## config.mk

```make
export PLATFORM = sky130hd
export DESIGN_NAME = charger_detect_top
export DESIGN_NICKNAME = d
export VERILOG_FILES = /design/src/hdl/chgdet_pkg.sv /design/src/hdl/charger_detect_top.sv /design/src/hdl/line_classifier.sv
export SDC_FILE = /design/constraint.sdc
export NUM_CORES = 1
export LEC_CHECK = 0
export BUFFER_PORTS_ARGS = -buffer_cell sky130_fd_sc_hd__clkbuf_2
export CORE_ASPECT_RATIO = 1.5
export CORE_MARGIN = 4
export CORE_UTILIZATION = 30
export CTS_BUF_LIST = sky130_fd_sc_hd__clkbuf_8
export DETAILED_ROUTE_END_ITERATION = 10
export PLACE_DENSITY = 0.49
export SLEW_MARGIN = 30
export SYNTH_ARGS = -nofsm -noshare
export SYNTH_HDL_FRONTEND = slang
export SYNTH_HIERARCHICAL = 1
export SYNTH_SLANG_ARGS = --single-unit
```

## constraint.sdc

```tcl
create_clock -name sys_clk -period 5.5 [get_ports sys_clk]
set_clock_uncertainty 0.05 [all_clocks]
set_input_delay 0.275 -clock sys_clk [delete_from_list [all_inputs] [get_ports sys_clk]]
set_output_delay 0.275 -clock sys_clk [all_outputs]
set_load 0.02 [all_outputs]
```

## src/hdl/chgdet_pkg.sv

```systemverilog
// constants, codes and register map shared by the charger-detect block
package chgdet_pkg;

  // timing
  localparam int SYS_CLK_MHZ = 200;
  localparam int SETTLE_NS   = 1000;
  localparam int SETTLE_CYC  = (SETTLE_NS * SYS_CLK_MHZ + 999) / 1000;

  // register byte offsets
  localparam logic [7:0] CTRL_OFS = 8'h00;
  localparam logic [7:0] MASK_OFS = 8'h04;
  localparam logic [7:0] STAT_OFS = 8'h08;
  localparam logic [7:0] ISTS_OFS = 8'h0c;
  localparam logic [7:0] IMSK_OFS = 8'h10;
  localparam logic [7:0] MAN_OFS  = 8'h14;
  localparam logic [7:0] BCEN_OFS = 8'h18;

  // control field positions
  localparam int CTRL_DET_EN_BIT = 0;
  localparam int CTRL_ENH_BIT    = 1;
  localparam int CTRL_OSC_BIT    = 2;
  localparam int CTRL_SUP_BIT    = 3;
  localparam int CTRL_CHGSEL_BIT = 4;
  localparam int CTRL_EVTSEL_BIT = 5;
  localparam int CTRL_OUTEN_LSB  = 6;

  // manual driver field positions
  localparam int MAN_OVR_BIT    = 0;
  localparam int MAN_DPSRC_BIT  = 1;
  localparam int MAN_DMSRC_BIT  = 2;
  localparam int MAN_DMSINK_BIT = 3;

  // interrupt status bit positions
  localparam int IRQ_DONE_BIT = 0;
  localparam int IRQ_CHG_BIT  = 1;
  localparam int IRQ_SUSP_BIT = 2;
  localparam int IRQ_CFG_BIT  = 3;

  // reset values
  localparam logic [7:0] CTRL_RST = 8'hf1;
  localparam logic [7:0] MASK_RST = 8'h7e;
  localparam logic [3:0] IMSK_RST = 4'h0;
  localparam logic [3:0] MAN_RST  = 4'h0;

  // charger type codes
  localparam logic [2:0] TYPE_NONE     = 3'h0;
  localparam logic [2:0] TYPE_DCP      = 3'h1;
  localparam logic [2:0] TYPE_CDP      = 3'h2;
  localparam logic [2:0] TYPE_SDP      = 3'h3;
  localparam logic [2:0] TYPE_PROP_LO  = 3'h4;
  localparam logic [2:0] TYPE_PROP_HI  = 3'h5;
  localparam logic [2:0] TYPE_PROP_SHI = 3'h6;

  // charger-detect output codes
  localparam logic [1:0] OUT_NONE = 2'h0;
  localparam logic [1:0] OUT_VBUS = 2'h1;
  localparam logic [1:0] OUT_CFG  = 2'h2;
  localparam logic [1:0] OUT_CHG  = 2'h3;

  // bus responses
  localparam logic [1:0] RESP_OKAY   = 2'h0;
  localparam logic [1:0] RESP_SLVERR = 2'h2;

  typedef enum logic [1:0] {
    DET_IDLE   = 2'b00,
    DET_PROBE  = 2'b01,
    DET_SAMPLE = 2'b11,
    DET_DONE   = 2'b10
  } det_state_type;

endpackage

```

## src/hdl/charger_detect_top.sv

```systemverilog
// upstream charger detection, charger-detect output and register slave
//
// Decided for this implementation: the address map and register access over AXI4-Lite.
`timescale 1ns/1ps
module charger_detect_top import chgdet_pkg::*; #(
  parameter int NUM_PORTS = 4
) (
  input  wire logic                 sys_clk,          // 200 mhz clock
  input  wire logic                 reset_n,          // sync reset, low
  input  wire logic                 s_axi_awvalid,    // write addr valid
  output logic                      s_axi_awready,    // write addr ready
  input  wire logic [7:0]           s_axi_awaddr,     // write byte addr
  input  wire logic                 s_axi_wvalid,     // write data valid
  output logic                      s_axi_wready,     // write data ready
  input  wire logic [31:0]          s_axi_wdata,      // write data
  input  wire logic [3:0]           s_axi_wstrb,      // byte enables
  output logic                      s_axi_bvalid,     // write resp valid
  input  wire logic                 s_axi_bready,     // write resp ready
  output logic      [1:0]           s_axi_bresp,      // write response
  input  wire logic                 s_axi_arvalid,    // read addr valid
  output logic                      s_axi_arready,    // read addr ready
  input  wire logic [7:0]           s_axi_araddr,     // read byte addr
  output logic                      s_axi_rvalid,     // read data valid
  input  wire logic                 s_axi_rready,     // read data ready
  output logic      [31:0]          s_axi_rdata,      // read data
  output logic      [1:0]           s_axi_rresp,      // read response
  input  wire logic                 detection_stage,  // hub in detect
  input  wire logic                 clock_wait_stage, // hub awaits clk
  input  wire logic                 reference_clock_input, // sampled
  input  wire logic                 upstream_hsic,    // upstream is hsic
  input  wire logic                 vbus_present,     // bus power seen
  input  wire logic                 device_suspended, // usb suspend
  input  wire logic                 device_configured, // set config
  input  wire logic                 line_short,       // lines shorted
  input  wire logic                 dm_reflect,       // dp seen on dm
  input  wire logic                 dp_low,           // dp pulled down
  input  wire logic                 dm_low,           // dm pulled down
  input  wire logic                 dp_2v0,           // dp at 2.0 v
  input  wire logic                 dp_2v7,           // dp at 2.7 v
  input  wire logic                 dm_2v0,           // dm at 2.0 v
  input  wire logic                 dm_2v7,           // dm at 2.7 v
  output logic                      dp_src_en,        // source on dp
  output logic                      dm_src_en,        // source on dm
  output logic                      dm_sink_en,       // sink on dm
  output logic      [1:0]           charger_detect_out, // to pmic
  output logic                      irq,              // level interrupt
  output logic                      downstream_supply_indicator, // ext
  input  wire logic [NUM_PORTS-1:0] bc_query,         // device queries
  input  wire logic [NUM_PORTS-1:0] downstream_hsic,  // port is hsic
  output logic      [NUM_PORTS-1:0] bc_ack            // query answered
);

  localparam int CW = $clog2(SETTLE_CYC + 1);
  localparam logic [CW-1:0] CNT_LAST = CW'(SETTLE_CYC - 1);

  typedef struct packed {
    det_state_type          state;
    logic [CW-1:0]          cnt;
    logic [2:0]             chg_type;
    logic                   chg_hit;
    logic                   done;
    logic                   go_d;
    logic                   ref_d;
    logic                   ref_seen;
    logic [1:0]             evt_d;
    logic [7:0]             ctrl;
    logic [7:0]             mask;
    logic [3:0]             man;
    logic [3:0]             sts;
    logic [3:0]             msk;
    logic [NUM_PORTS-1:0]   bcen;
    logic [NUM_PORTS-1:0]   ack;
    logic [1:0]             out;
    logic                   aw_got;
    logic [7:0]             awaddr;
    logic                   w_got;
    logic [31:0]            wdata;
    logic [3:0]             wstrb;
    logic                   bvalid;
    logic [1:0]             bresp;
    logic                   rvalid;
    logic [1:0]             rresp;
    logic [31:0]            rdata;
  } top_type;

  top_type    st_r;
  top_type    st_nxt;
  logic [2:0] cls_code;
  logic       go_lvl;
  logic       start;
  logic       auto_drive;
  logic [1:0] out_code;

  line_classifier u_cls (
    .sys_clk    (sys_clk),
    .reset_n    (reset_n),
    .line_short (line_short),
    .dm_reflect (dm_reflect),
    .dp_low     (dp_low),
    .dm_low     (dm_low),
    .dp_2v0     (dp_2v0),
    .dp_2v7     (dp_2v7),
    .dm_2v0     (dm_2v0),
    .dm_2v7     (dm_2v7),
    .enhanced   (st_r.ctrl[CTRL_ENH_BIT]),
    .code_r     (cls_code)
  );

  // byte-lane merge of a write into a register image
  function automatic logic [31:0] merge(input logic [31:0] old,
                                        input logic [31:0] data,
                                        input logic [3:0]  strb);
    logic [31:0] res;
    res = old;
    for (int b = 0; b < 4; b++) begin
      if (strb[b]) begin
        res[b*8 +: 8] = data[b*8 +: 8];
      end
    end
    return res;
  endfunction

  // stage entry; in clock wait, reference_clock_input activity or the oscillator fallback
  assign go_lvl = st_r.ctrl[CTRL_DET_EN_BIT] && !upstream_hsic &&
                  (detection_stage ||
                   (clock_wait_stage &&
                    (st_r.ctrl[CTRL_OSC_BIT] || st_r.ref_seen)));
  assign start  = go_lvl && !st_r.go_d;

  // selected output code before per-bit enables
  always_comb begin
    out_code = OUT_NONE;
    if (st_r.ctrl[CTRL_EVTSEL_BIT] && vbus_present) begin
      out_code = (device_configured && !device_suspended) ?
                 OUT_CFG : OUT_VBUS;
    end
    if (st_r.ctrl[CTRL_CHGSEL_BIT] && st_r.chg_hit) begin
      out_code = OUT_CHG;
    end
  end

  always_comb begin
    logic [31:0] img;
    logic [3:0]  set_ev;
    logic [3:0]  clr_ev;
    img    = '0;
    set_ev = '0;
    clr_ev = '0;
    st_nxt = st_r;
    st_nxt.go_d  = go_lvl;
    st_nxt.ref_d = reference_clock_input;
    if (st_r.ref_d != reference_clock_input) begin
      st_nxt.ref_seen = 1'b1;
    end

    // detection sequence
    unique case (st_r.state)
      DET_IDLE, DET_DONE: begin
        if (start) begin
          st_nxt.state    = DET_PROBE;
          st_nxt.cnt      = '0;
          st_nxt.chg_hit  = 1'b0;
          st_nxt.chg_type = TYPE_NONE;
          st_nxt.done     = 1'b0;
        end
      end
      DET_PROBE: begin
        st_nxt.cnt = st_r.cnt + 1'b1;
        if (st_r.cnt == CNT_LAST) begin
          st_nxt.state = DET_SAMPLE;
        end
      end
      DET_SAMPLE: begin
        st_nxt.state    = DET_DONE;
        st_nxt.chg_type = cls_code;
        st_nxt.chg_hit  = st_r.mask[cls_code];
        st_nxt.done     = 1'b1;
        set_ev[IRQ_DONE_BIT] = 1'b1;
      end
    endcase
    // an hsic upstream port abandons any run in flight
    if (upstream_hsic) begin
      st_nxt.state = DET_IDLE;
    end

    // output code and device events
    st_nxt.out = out_code & st_r.ctrl[CTRL_OUTEN_LSB +: 2];
    if (st_nxt.out != st_r.out) begin
      set_ev[IRQ_CHG_BIT] = 1'b1;
    end
    st_nxt.evt_d = {device_configured, device_suspended};
    set_ev[IRQ_SUSP_BIT] = device_suspended && !st_r.evt_d[0];
    set_ev[IRQ_CFG_BIT]  = device_configured && !st_r.evt_d[1];

    // downstream charging query, answered one cycle later for as long as it is held
    st_nxt.ack = bc_query & st_r.bcen & ~downstream_hsic;

    // write channel: address and data taken in either order
    if (s_axi_awvalid && s_axi_awready) begin
      st_nxt.aw_got = 1'b1;
      st_nxt.awaddr = s_axi_awaddr;
    end
    if (s_axi_wvalid && s_axi_wready) begin
      st_nxt.w_got = 1'b1;
      st_nxt.wdata = s_axi_wdata;
      st_nxt.wstrb = s_axi_wstrb;
    end
    if (st_r.aw_got && st_r.w_got) begin
      st_nxt.aw_got = 1'b0;
      st_nxt.w_got  = 1'b0;
      st_nxt.bvalid = 1'b1;
      st_nxt.bresp  = RESP_OKAY;
      unique case (st_r.awaddr)
        CTRL_OFS: begin
          img = merge({24'h000000, st_r.ctrl}, st_r.wdata, st_r.wstrb);
          st_nxt.ctrl = img[7:0];
        end
        MASK_OFS: begin
          img = merge({24'h000000, st_r.mask}, st_r.wdata, st_r.wstrb);
          st_nxt.mask = img[7:0];
        end
        ISTS_OFS: begin
          clr_ev = st_r.wstrb[0] ? st_r.wdata[3:0] : 4'h0;
        end
        IMSK_OFS: begin
          img = merge({28'h0000000, st_r.msk}, st_r.wdata, st_r.wstrb);
          st_nxt.msk = img[3:0];
        end
        MAN_OFS: begin
          img = merge({28'h0000000, st_r.man}, st_r.wdata, st_r.wstrb);
          st_nxt.man = img[3:0];
        end
        BCEN_OFS: begin
          img = merge(32'(st_r.bcen), st_r.wdata, st_r.wstrb);
          st_nxt.bcen = img[NUM_PORTS-1:0];
        end
        STAT_OFS: ; // read-only, write ignored
        default: st_nxt.bresp = RESP_SLVERR;
      endcase
    end
    if (st_r.bvalid && s_axi_bready) begin
      st_nxt.bvalid = 1'b0;
    end

    // a new event wins over a clear in the same cycle
    st_nxt.sts = (st_r.sts & ~clr_ev) | set_ev;

    // read channel, data captured at the address handshake
    if (s_axi_arvalid && s_axi_arready) begin
      st_nxt.rvalid = 1'b1;
      st_nxt.rresp  = RESP_OKAY;
      st_nxt.rdata  = '0;
      unique case (s_axi_araddr)
        CTRL_OFS: st_nxt.rdata[7:0] = st_r.ctrl;
        MASK_OFS: st_nxt.rdata[7:0] = st_r.mask;
        STAT_OFS: st_nxt.rdata[17:0] = {dm_2v7, dm_2v0, dp_2v7, dp_2v0,
                                        dm_low, dp_low, dm_reflect,
                                        line_short, 1'b0, st_r.out,
                                        st_r.done, st_r.state,
                                        st_r.chg_hit, st_r.chg_type};
        ISTS_OFS: st_nxt.rdata[3:0] = st_r.sts;
        IMSK_OFS: st_nxt.rdata[3:0] = st_r.msk;
        MAN_OFS:  st_nxt.rdata[3:0] = st_r.man;
        BCEN_OFS: st_nxt.rdata[NUM_PORTS-1:0] = st_r.bcen;
        default:  st_nxt.rresp = RESP_SLVERR;
      endcase
    end else if (st_r.rvalid && s_axi_rready) begin
      st_nxt.rvalid = 1'b0;
    end
  end

  // single state register; control reaches reset values here
  always_ff @(posedge sys_clk) begin
    if (!reset_n) begin
      st_r       <= '0;
      st_r.state <= DET_IDLE;
      st_r.ctrl  <= CTRL_RST;
      st_r.mask  <= MASK_RST;
      st_r.msk   <= IMSK_RST;
      st_r.man   <= MAN_RST;
      st_r.ref_d <= reference_clock_input; // no false reference_clock_input edge at release
    end else begin
      st_r <= st_nxt;
    end
  end

  // bus handshakes; one write and one read outstanding at most
  assign s_axi_awready = !st_r.aw_got && !st_r.bvalid;
  assign s_axi_wready  = !st_r.w_got && !st_r.bvalid;
  assign s_axi_bvalid  = st_r.bvalid;
  assign s_axi_bresp   = st_r.bresp;
  assign s_axi_arready = !st_r.rvalid;
  assign s_axi_rvalid  = st_r.rvalid;
  assign s_axi_rdata   = st_r.rdata;
  assign s_axi_rresp   = st_r.rresp;

  // manual override is never gated by stage, software owns that hazard
  assign auto_drive = (st_r.state == DET_PROBE) ||
                      (st_r.state == DET_SAMPLE);
  assign dp_src_en  = st_r.man[MAN_OVR_BIT] ? st_r.man[MAN_DPSRC_BIT] :
                      auto_drive;
  assign dm_src_en  = st_r.man[MAN_OVR_BIT] && st_r.man[MAN_DMSRC_BIT];
  assign dm_sink_en = st_r.man[MAN_OVR_BIT] ? st_r.man[MAN_DMSINK_BIT] :
                      auto_drive;

  assign charger_detect_out = st_r.out;
  assign irq = |(st_r.sts & st_r.msk);
  assign downstream_supply_indicator = st_r.ctrl[CTRL_SUP_BIT];
  assign bc_ack = st_r.ack;
endmodule // charger_detect_top

```

## src/hdl/line_classifier.sv

```systemverilog
// data-line comparator pattern to charger type code
`timescale 1ns/1ps
module line_classifier import chgdet_pkg::*; (
  input  wire logic       sys_clk,      // system clock
  input  wire logic       reset_n,      // sync reset, active low
  input  wire logic       line_short,   // lines shorted together
  input  wire logic       dm_reflect,   // dp level seen on dm
  input  wire logic       dp_low,       // dp held low by pull-down
  input  wire logic       dm_low,       // dm held low by pull-down
  input  wire logic       dp_2v0,       // dp in 2.0 v window
  input  wire logic       dp_2v7,       // dp in 2.7 v window
  input  wire logic       dm_2v0,       // dm in 2.0 v window
  input  wire logic       dm_2v7,       // dm in 2.7 v window
  input  wire logic       enhanced,     // enhanced detect enable
  output logic      [2:0] code_r        // classified type code
);

  typedef struct packed {
    logic [2:0] code;
  } cls_type;

  cls_type st_r;
  cls_type st_nxt;

  // proprietary voltage pairs win, they can also trip the simpler tests
  always_comb begin
    st_nxt = st_r;
    if (dp_2v7 && dm_2v0) begin
      st_nxt.code = TYPE_PROP_SHI;
    end else if (dp_2v0 && dm_2v0) begin
      st_nxt.code = TYPE_PROP_LO;
    end else if (dp_2v0 && dm_2v7) begin
      st_nxt.code = TYPE_PROP_HI;
    end else if (line_short) begin
      st_nxt.code = TYPE_DCP;
    end else if (dm_reflect && enhanced) begin
      st_nxt.code = TYPE_CDP;
    end else if (dp_low && dm_low) begin
      st_nxt.code = TYPE_SDP;
    end else begin
      st_nxt.code = TYPE_NONE;
    end
  end

  always_ff @(posedge sys_clk) begin
    if (!reset_n) begin
      st_r <= '0;
    end else begin
      st_r <= st_nxt;
    end
  end

  assign code_r = st_r.code;
endmodule // line_classifier

```

==> impl_metrics.tcl <==
set metrics [dict create \
    floorplan.initialDensity_pct 30.6 \
    fp.dieH_um 160 \
    layout_commonest_cell "dfxtp_1" \
    whs_path_depth 3 \
    syn2layout_area_growth_pct 13.4 \
    setup_tns_ps 0 \
    arrival_ps 2430 \
    portBuffers 89 \
    drt_iter0_drc 112 \
    synth.avg_cell_area_um2 8.93 \
    antenna_cells 0 \
    synth_adder_area_share_pct 0.270 \
    dp_hpwl_mm 9.02 \
    end_kind "flip-flop" \
    max-clock-path-buffers 2 \
    antenna_found_initial 0 \
    synth-edff-count 0 \
    place_congestion 0.795 \
    relSlewSlack_pct 40.9 \
    grt_use_total_pct 14.1 \
    crit_type "flip-flop to flip-flop" \
    cts_root_buf "clkbuf_8" \
    drt-wirelength-per-cell_um 15.1 \
    rsz0062_at_grt "no" \
    powerDensity_mw_per_mm2 268 \
    muxShareOfSynthArea_pct 10.8 \
    ys.flop_type "dfxtp_1" \
    rows 55 \
    synth-xor-area-share_pct 0.567 \
    dr.pass1.iters 4 \
    worstHoldStart "bc_query[2]" \
    vias 3712 \
    io_pins 134 \
    synth-seq-cells 101 \
    nNetsFinal 660 \
    ir_drop_v 0.000106 \
    syn_area_mm2 0.00464 \
    maxCapViolations 0 \
    ant_nets 0 \
    final_cell_mix "dfxtp_1, clkbuf_2, nand2_1" \
    synth.yosys.seq_area_share_pct 43.6 \
    setup_viol 0 \
    crit_path_start_kind "flip-flop" \
    drc_errors 0 \
    synth_cells 519 \
    finalCritPeriodShare_pct 40.9 \
    slew_viol_final 0 \
    status "completed" \
    core_area_mm2 0.0151 \
    crit_required_ps 5680 \
    dieArea_mm2 0.0175 \
    synth_compound_area_share_pct 14.4 \
    yosys_warnings 6 \
    cts_num_sinks 101 \
    cts_tree "yes" \
    hold_violations 0 \
    routed_wirelength_mm 11.8 \
    power_leakage_nw 2.14 \
    h-tree-depth 3 \
    critPathMaxFanout 8 \
    final_cells 781 \
    synthArstFlopShare_pct 0 \
    synth_top_family_by_area "simple AND/OR/NAND/NOR gates" \
    numCtsBuffers 9 \
    post-route-min-period_ps 2250 \
    clkLatencyLatePin_ps 370 \
    grt-ovfl-total 0 \
    fmax_ghz 0.445 \
    crit_start "st_r[75]" \
    grt_pass1_wl_mm 19.2 \
    synthSimpleGateAreaFrac_pct 21.1 \
    dp_cells 760 \
    first_global_vias 3624 \
    drive_above_1_share_pct 21.3 \
    ys_types 53 \
    reg2regPathDepth 4 \
    hp-class "input port to flip-flop" \
    path_clk_slew_ps 90 \
    worstReg2RegStart "st_r[75]" \
    grt_start_max_net_pins 44 \
    worstMarginPinSlew_ps 887 \
    routed_via_density 4.75 \
    die_w_um 109 \
]
-- metal layers --
| layer | global-route usage, % | routed length (um) |
|---|---|---|
| met1 | 16.9 | 4850 |
| met2 | 24.2 | 6080 |
| met3 | 3.28 | 649 |
| met4 | 5.16 | 231 |
| met5 | 0 | 0 |
-- power by group --
part,switching (mW),internal [mW]
sequential,0.0234,0.750
combinational,0.0902,0.0542
clock,0.253,0.236
total,0.367,1.04
-- cells in the mapped netlist (all sizes together) (3+ instances only) --
cell type / number / share of area (%)
a21boi: 6 / 0.97
a21oi: 32 / 3.5
a22o: 10 / 1.9
a22oi: 11 / 1.8
a31oi: 4 / 0.54
and2: 7 / 0.94
and3: 5 / 0.67
buf: 48 / 7.5
clkbuf: 16 / 1.3
dfxtp: 101 / 44
inv: 5 / 0.40
mux2: 4 / 0.97
mux2i: 41 / 8.9
nand2: 84 / 6.8
nand2b: 12 / 1.6
nand3: 6 / 0.65
nand3b: 4 / 0.73
nand4: 3 / 0.40
nand4b: 3 / 0.57
nor2: 32 / 2.6
nor2b: 6 / 0.81
nor3: 17 / 1.8
nor4: 7 / 2.1
o21a: 5 / 0.81
o21ai: 22 / 2.5
o32ai: 3 / 0.57
or4: 3 / 0.57
-- flip-flops by register name (all words and copies together), names as in the netlist --
register,flops
bc_ack,4
s_axi_rresp,1
u_cls/code_r,3
downstream_supply_indicator,1
s_axi_bvalid,1
charger_detect_out,2
st_r,70
s_axi_bresp,1
s_axi_rvalid,1
s_axi_rdata,17
-- timing repair --
| item | CTS | global route |
|---|---|---|
| gates resized for setup | 0 | 0 |
| setup endpoints to repair | 0 | 0 |
| setup buffers | 0 | 0 |
| hold buffers | 5 | 0 |
| hold endpoints to repair | 5 | 0 |
-- layout make-up --
type	instances	area [um2]
multi-input cells	365	2260
flip-flops and latches	101	2020
clock buffers	11	151
clock inverters	5	57.6
inverters	5	18.8
well taps	199	249
repair buffers	95	503
fillers	1621	9880
-- per-stage QoR --
step	power (mW)	area (um2)	util (%)	setup WS, ps	hold slack, ps
after floorplan	0.892	4700	-	3510	253
after global placement	0.930	4990	33.0	2320	371
after detailed placement	0.933	4990	33.0	2220	368
after CTS	1.43	5250	34.7	2640	29.5
after global routing	1.48	5260	34.7	3080	47.1
final	1.41	5260	34.7	3250	52.5
-- worst max-delay path: stages, from the launching register on --
cell and delay (ps):
dfxtp_1 320, or4_4 610, nor4_4 790, mux2i_1 260, nand2_1 60
-- kinds of logic after synthesis --
logic type,Yosys count
AND/OR/NAND/NOR,194
AO/OA/AOI/OAI,103
flip-flops,101
buffers and inverters,69
multiplexers,47
XOR/XNOR,3
adder cells (fa/ha/maj),1
other,1
-- worst paths after layout --
kind / end / slack [ps]
max: st_r[120] / 3250
max reg2reg: st_r[120] / 3250
min reg2reg: st_r[81] / 400
min: bc_ack[2] / 50
(Power assumes the default switching activity.)
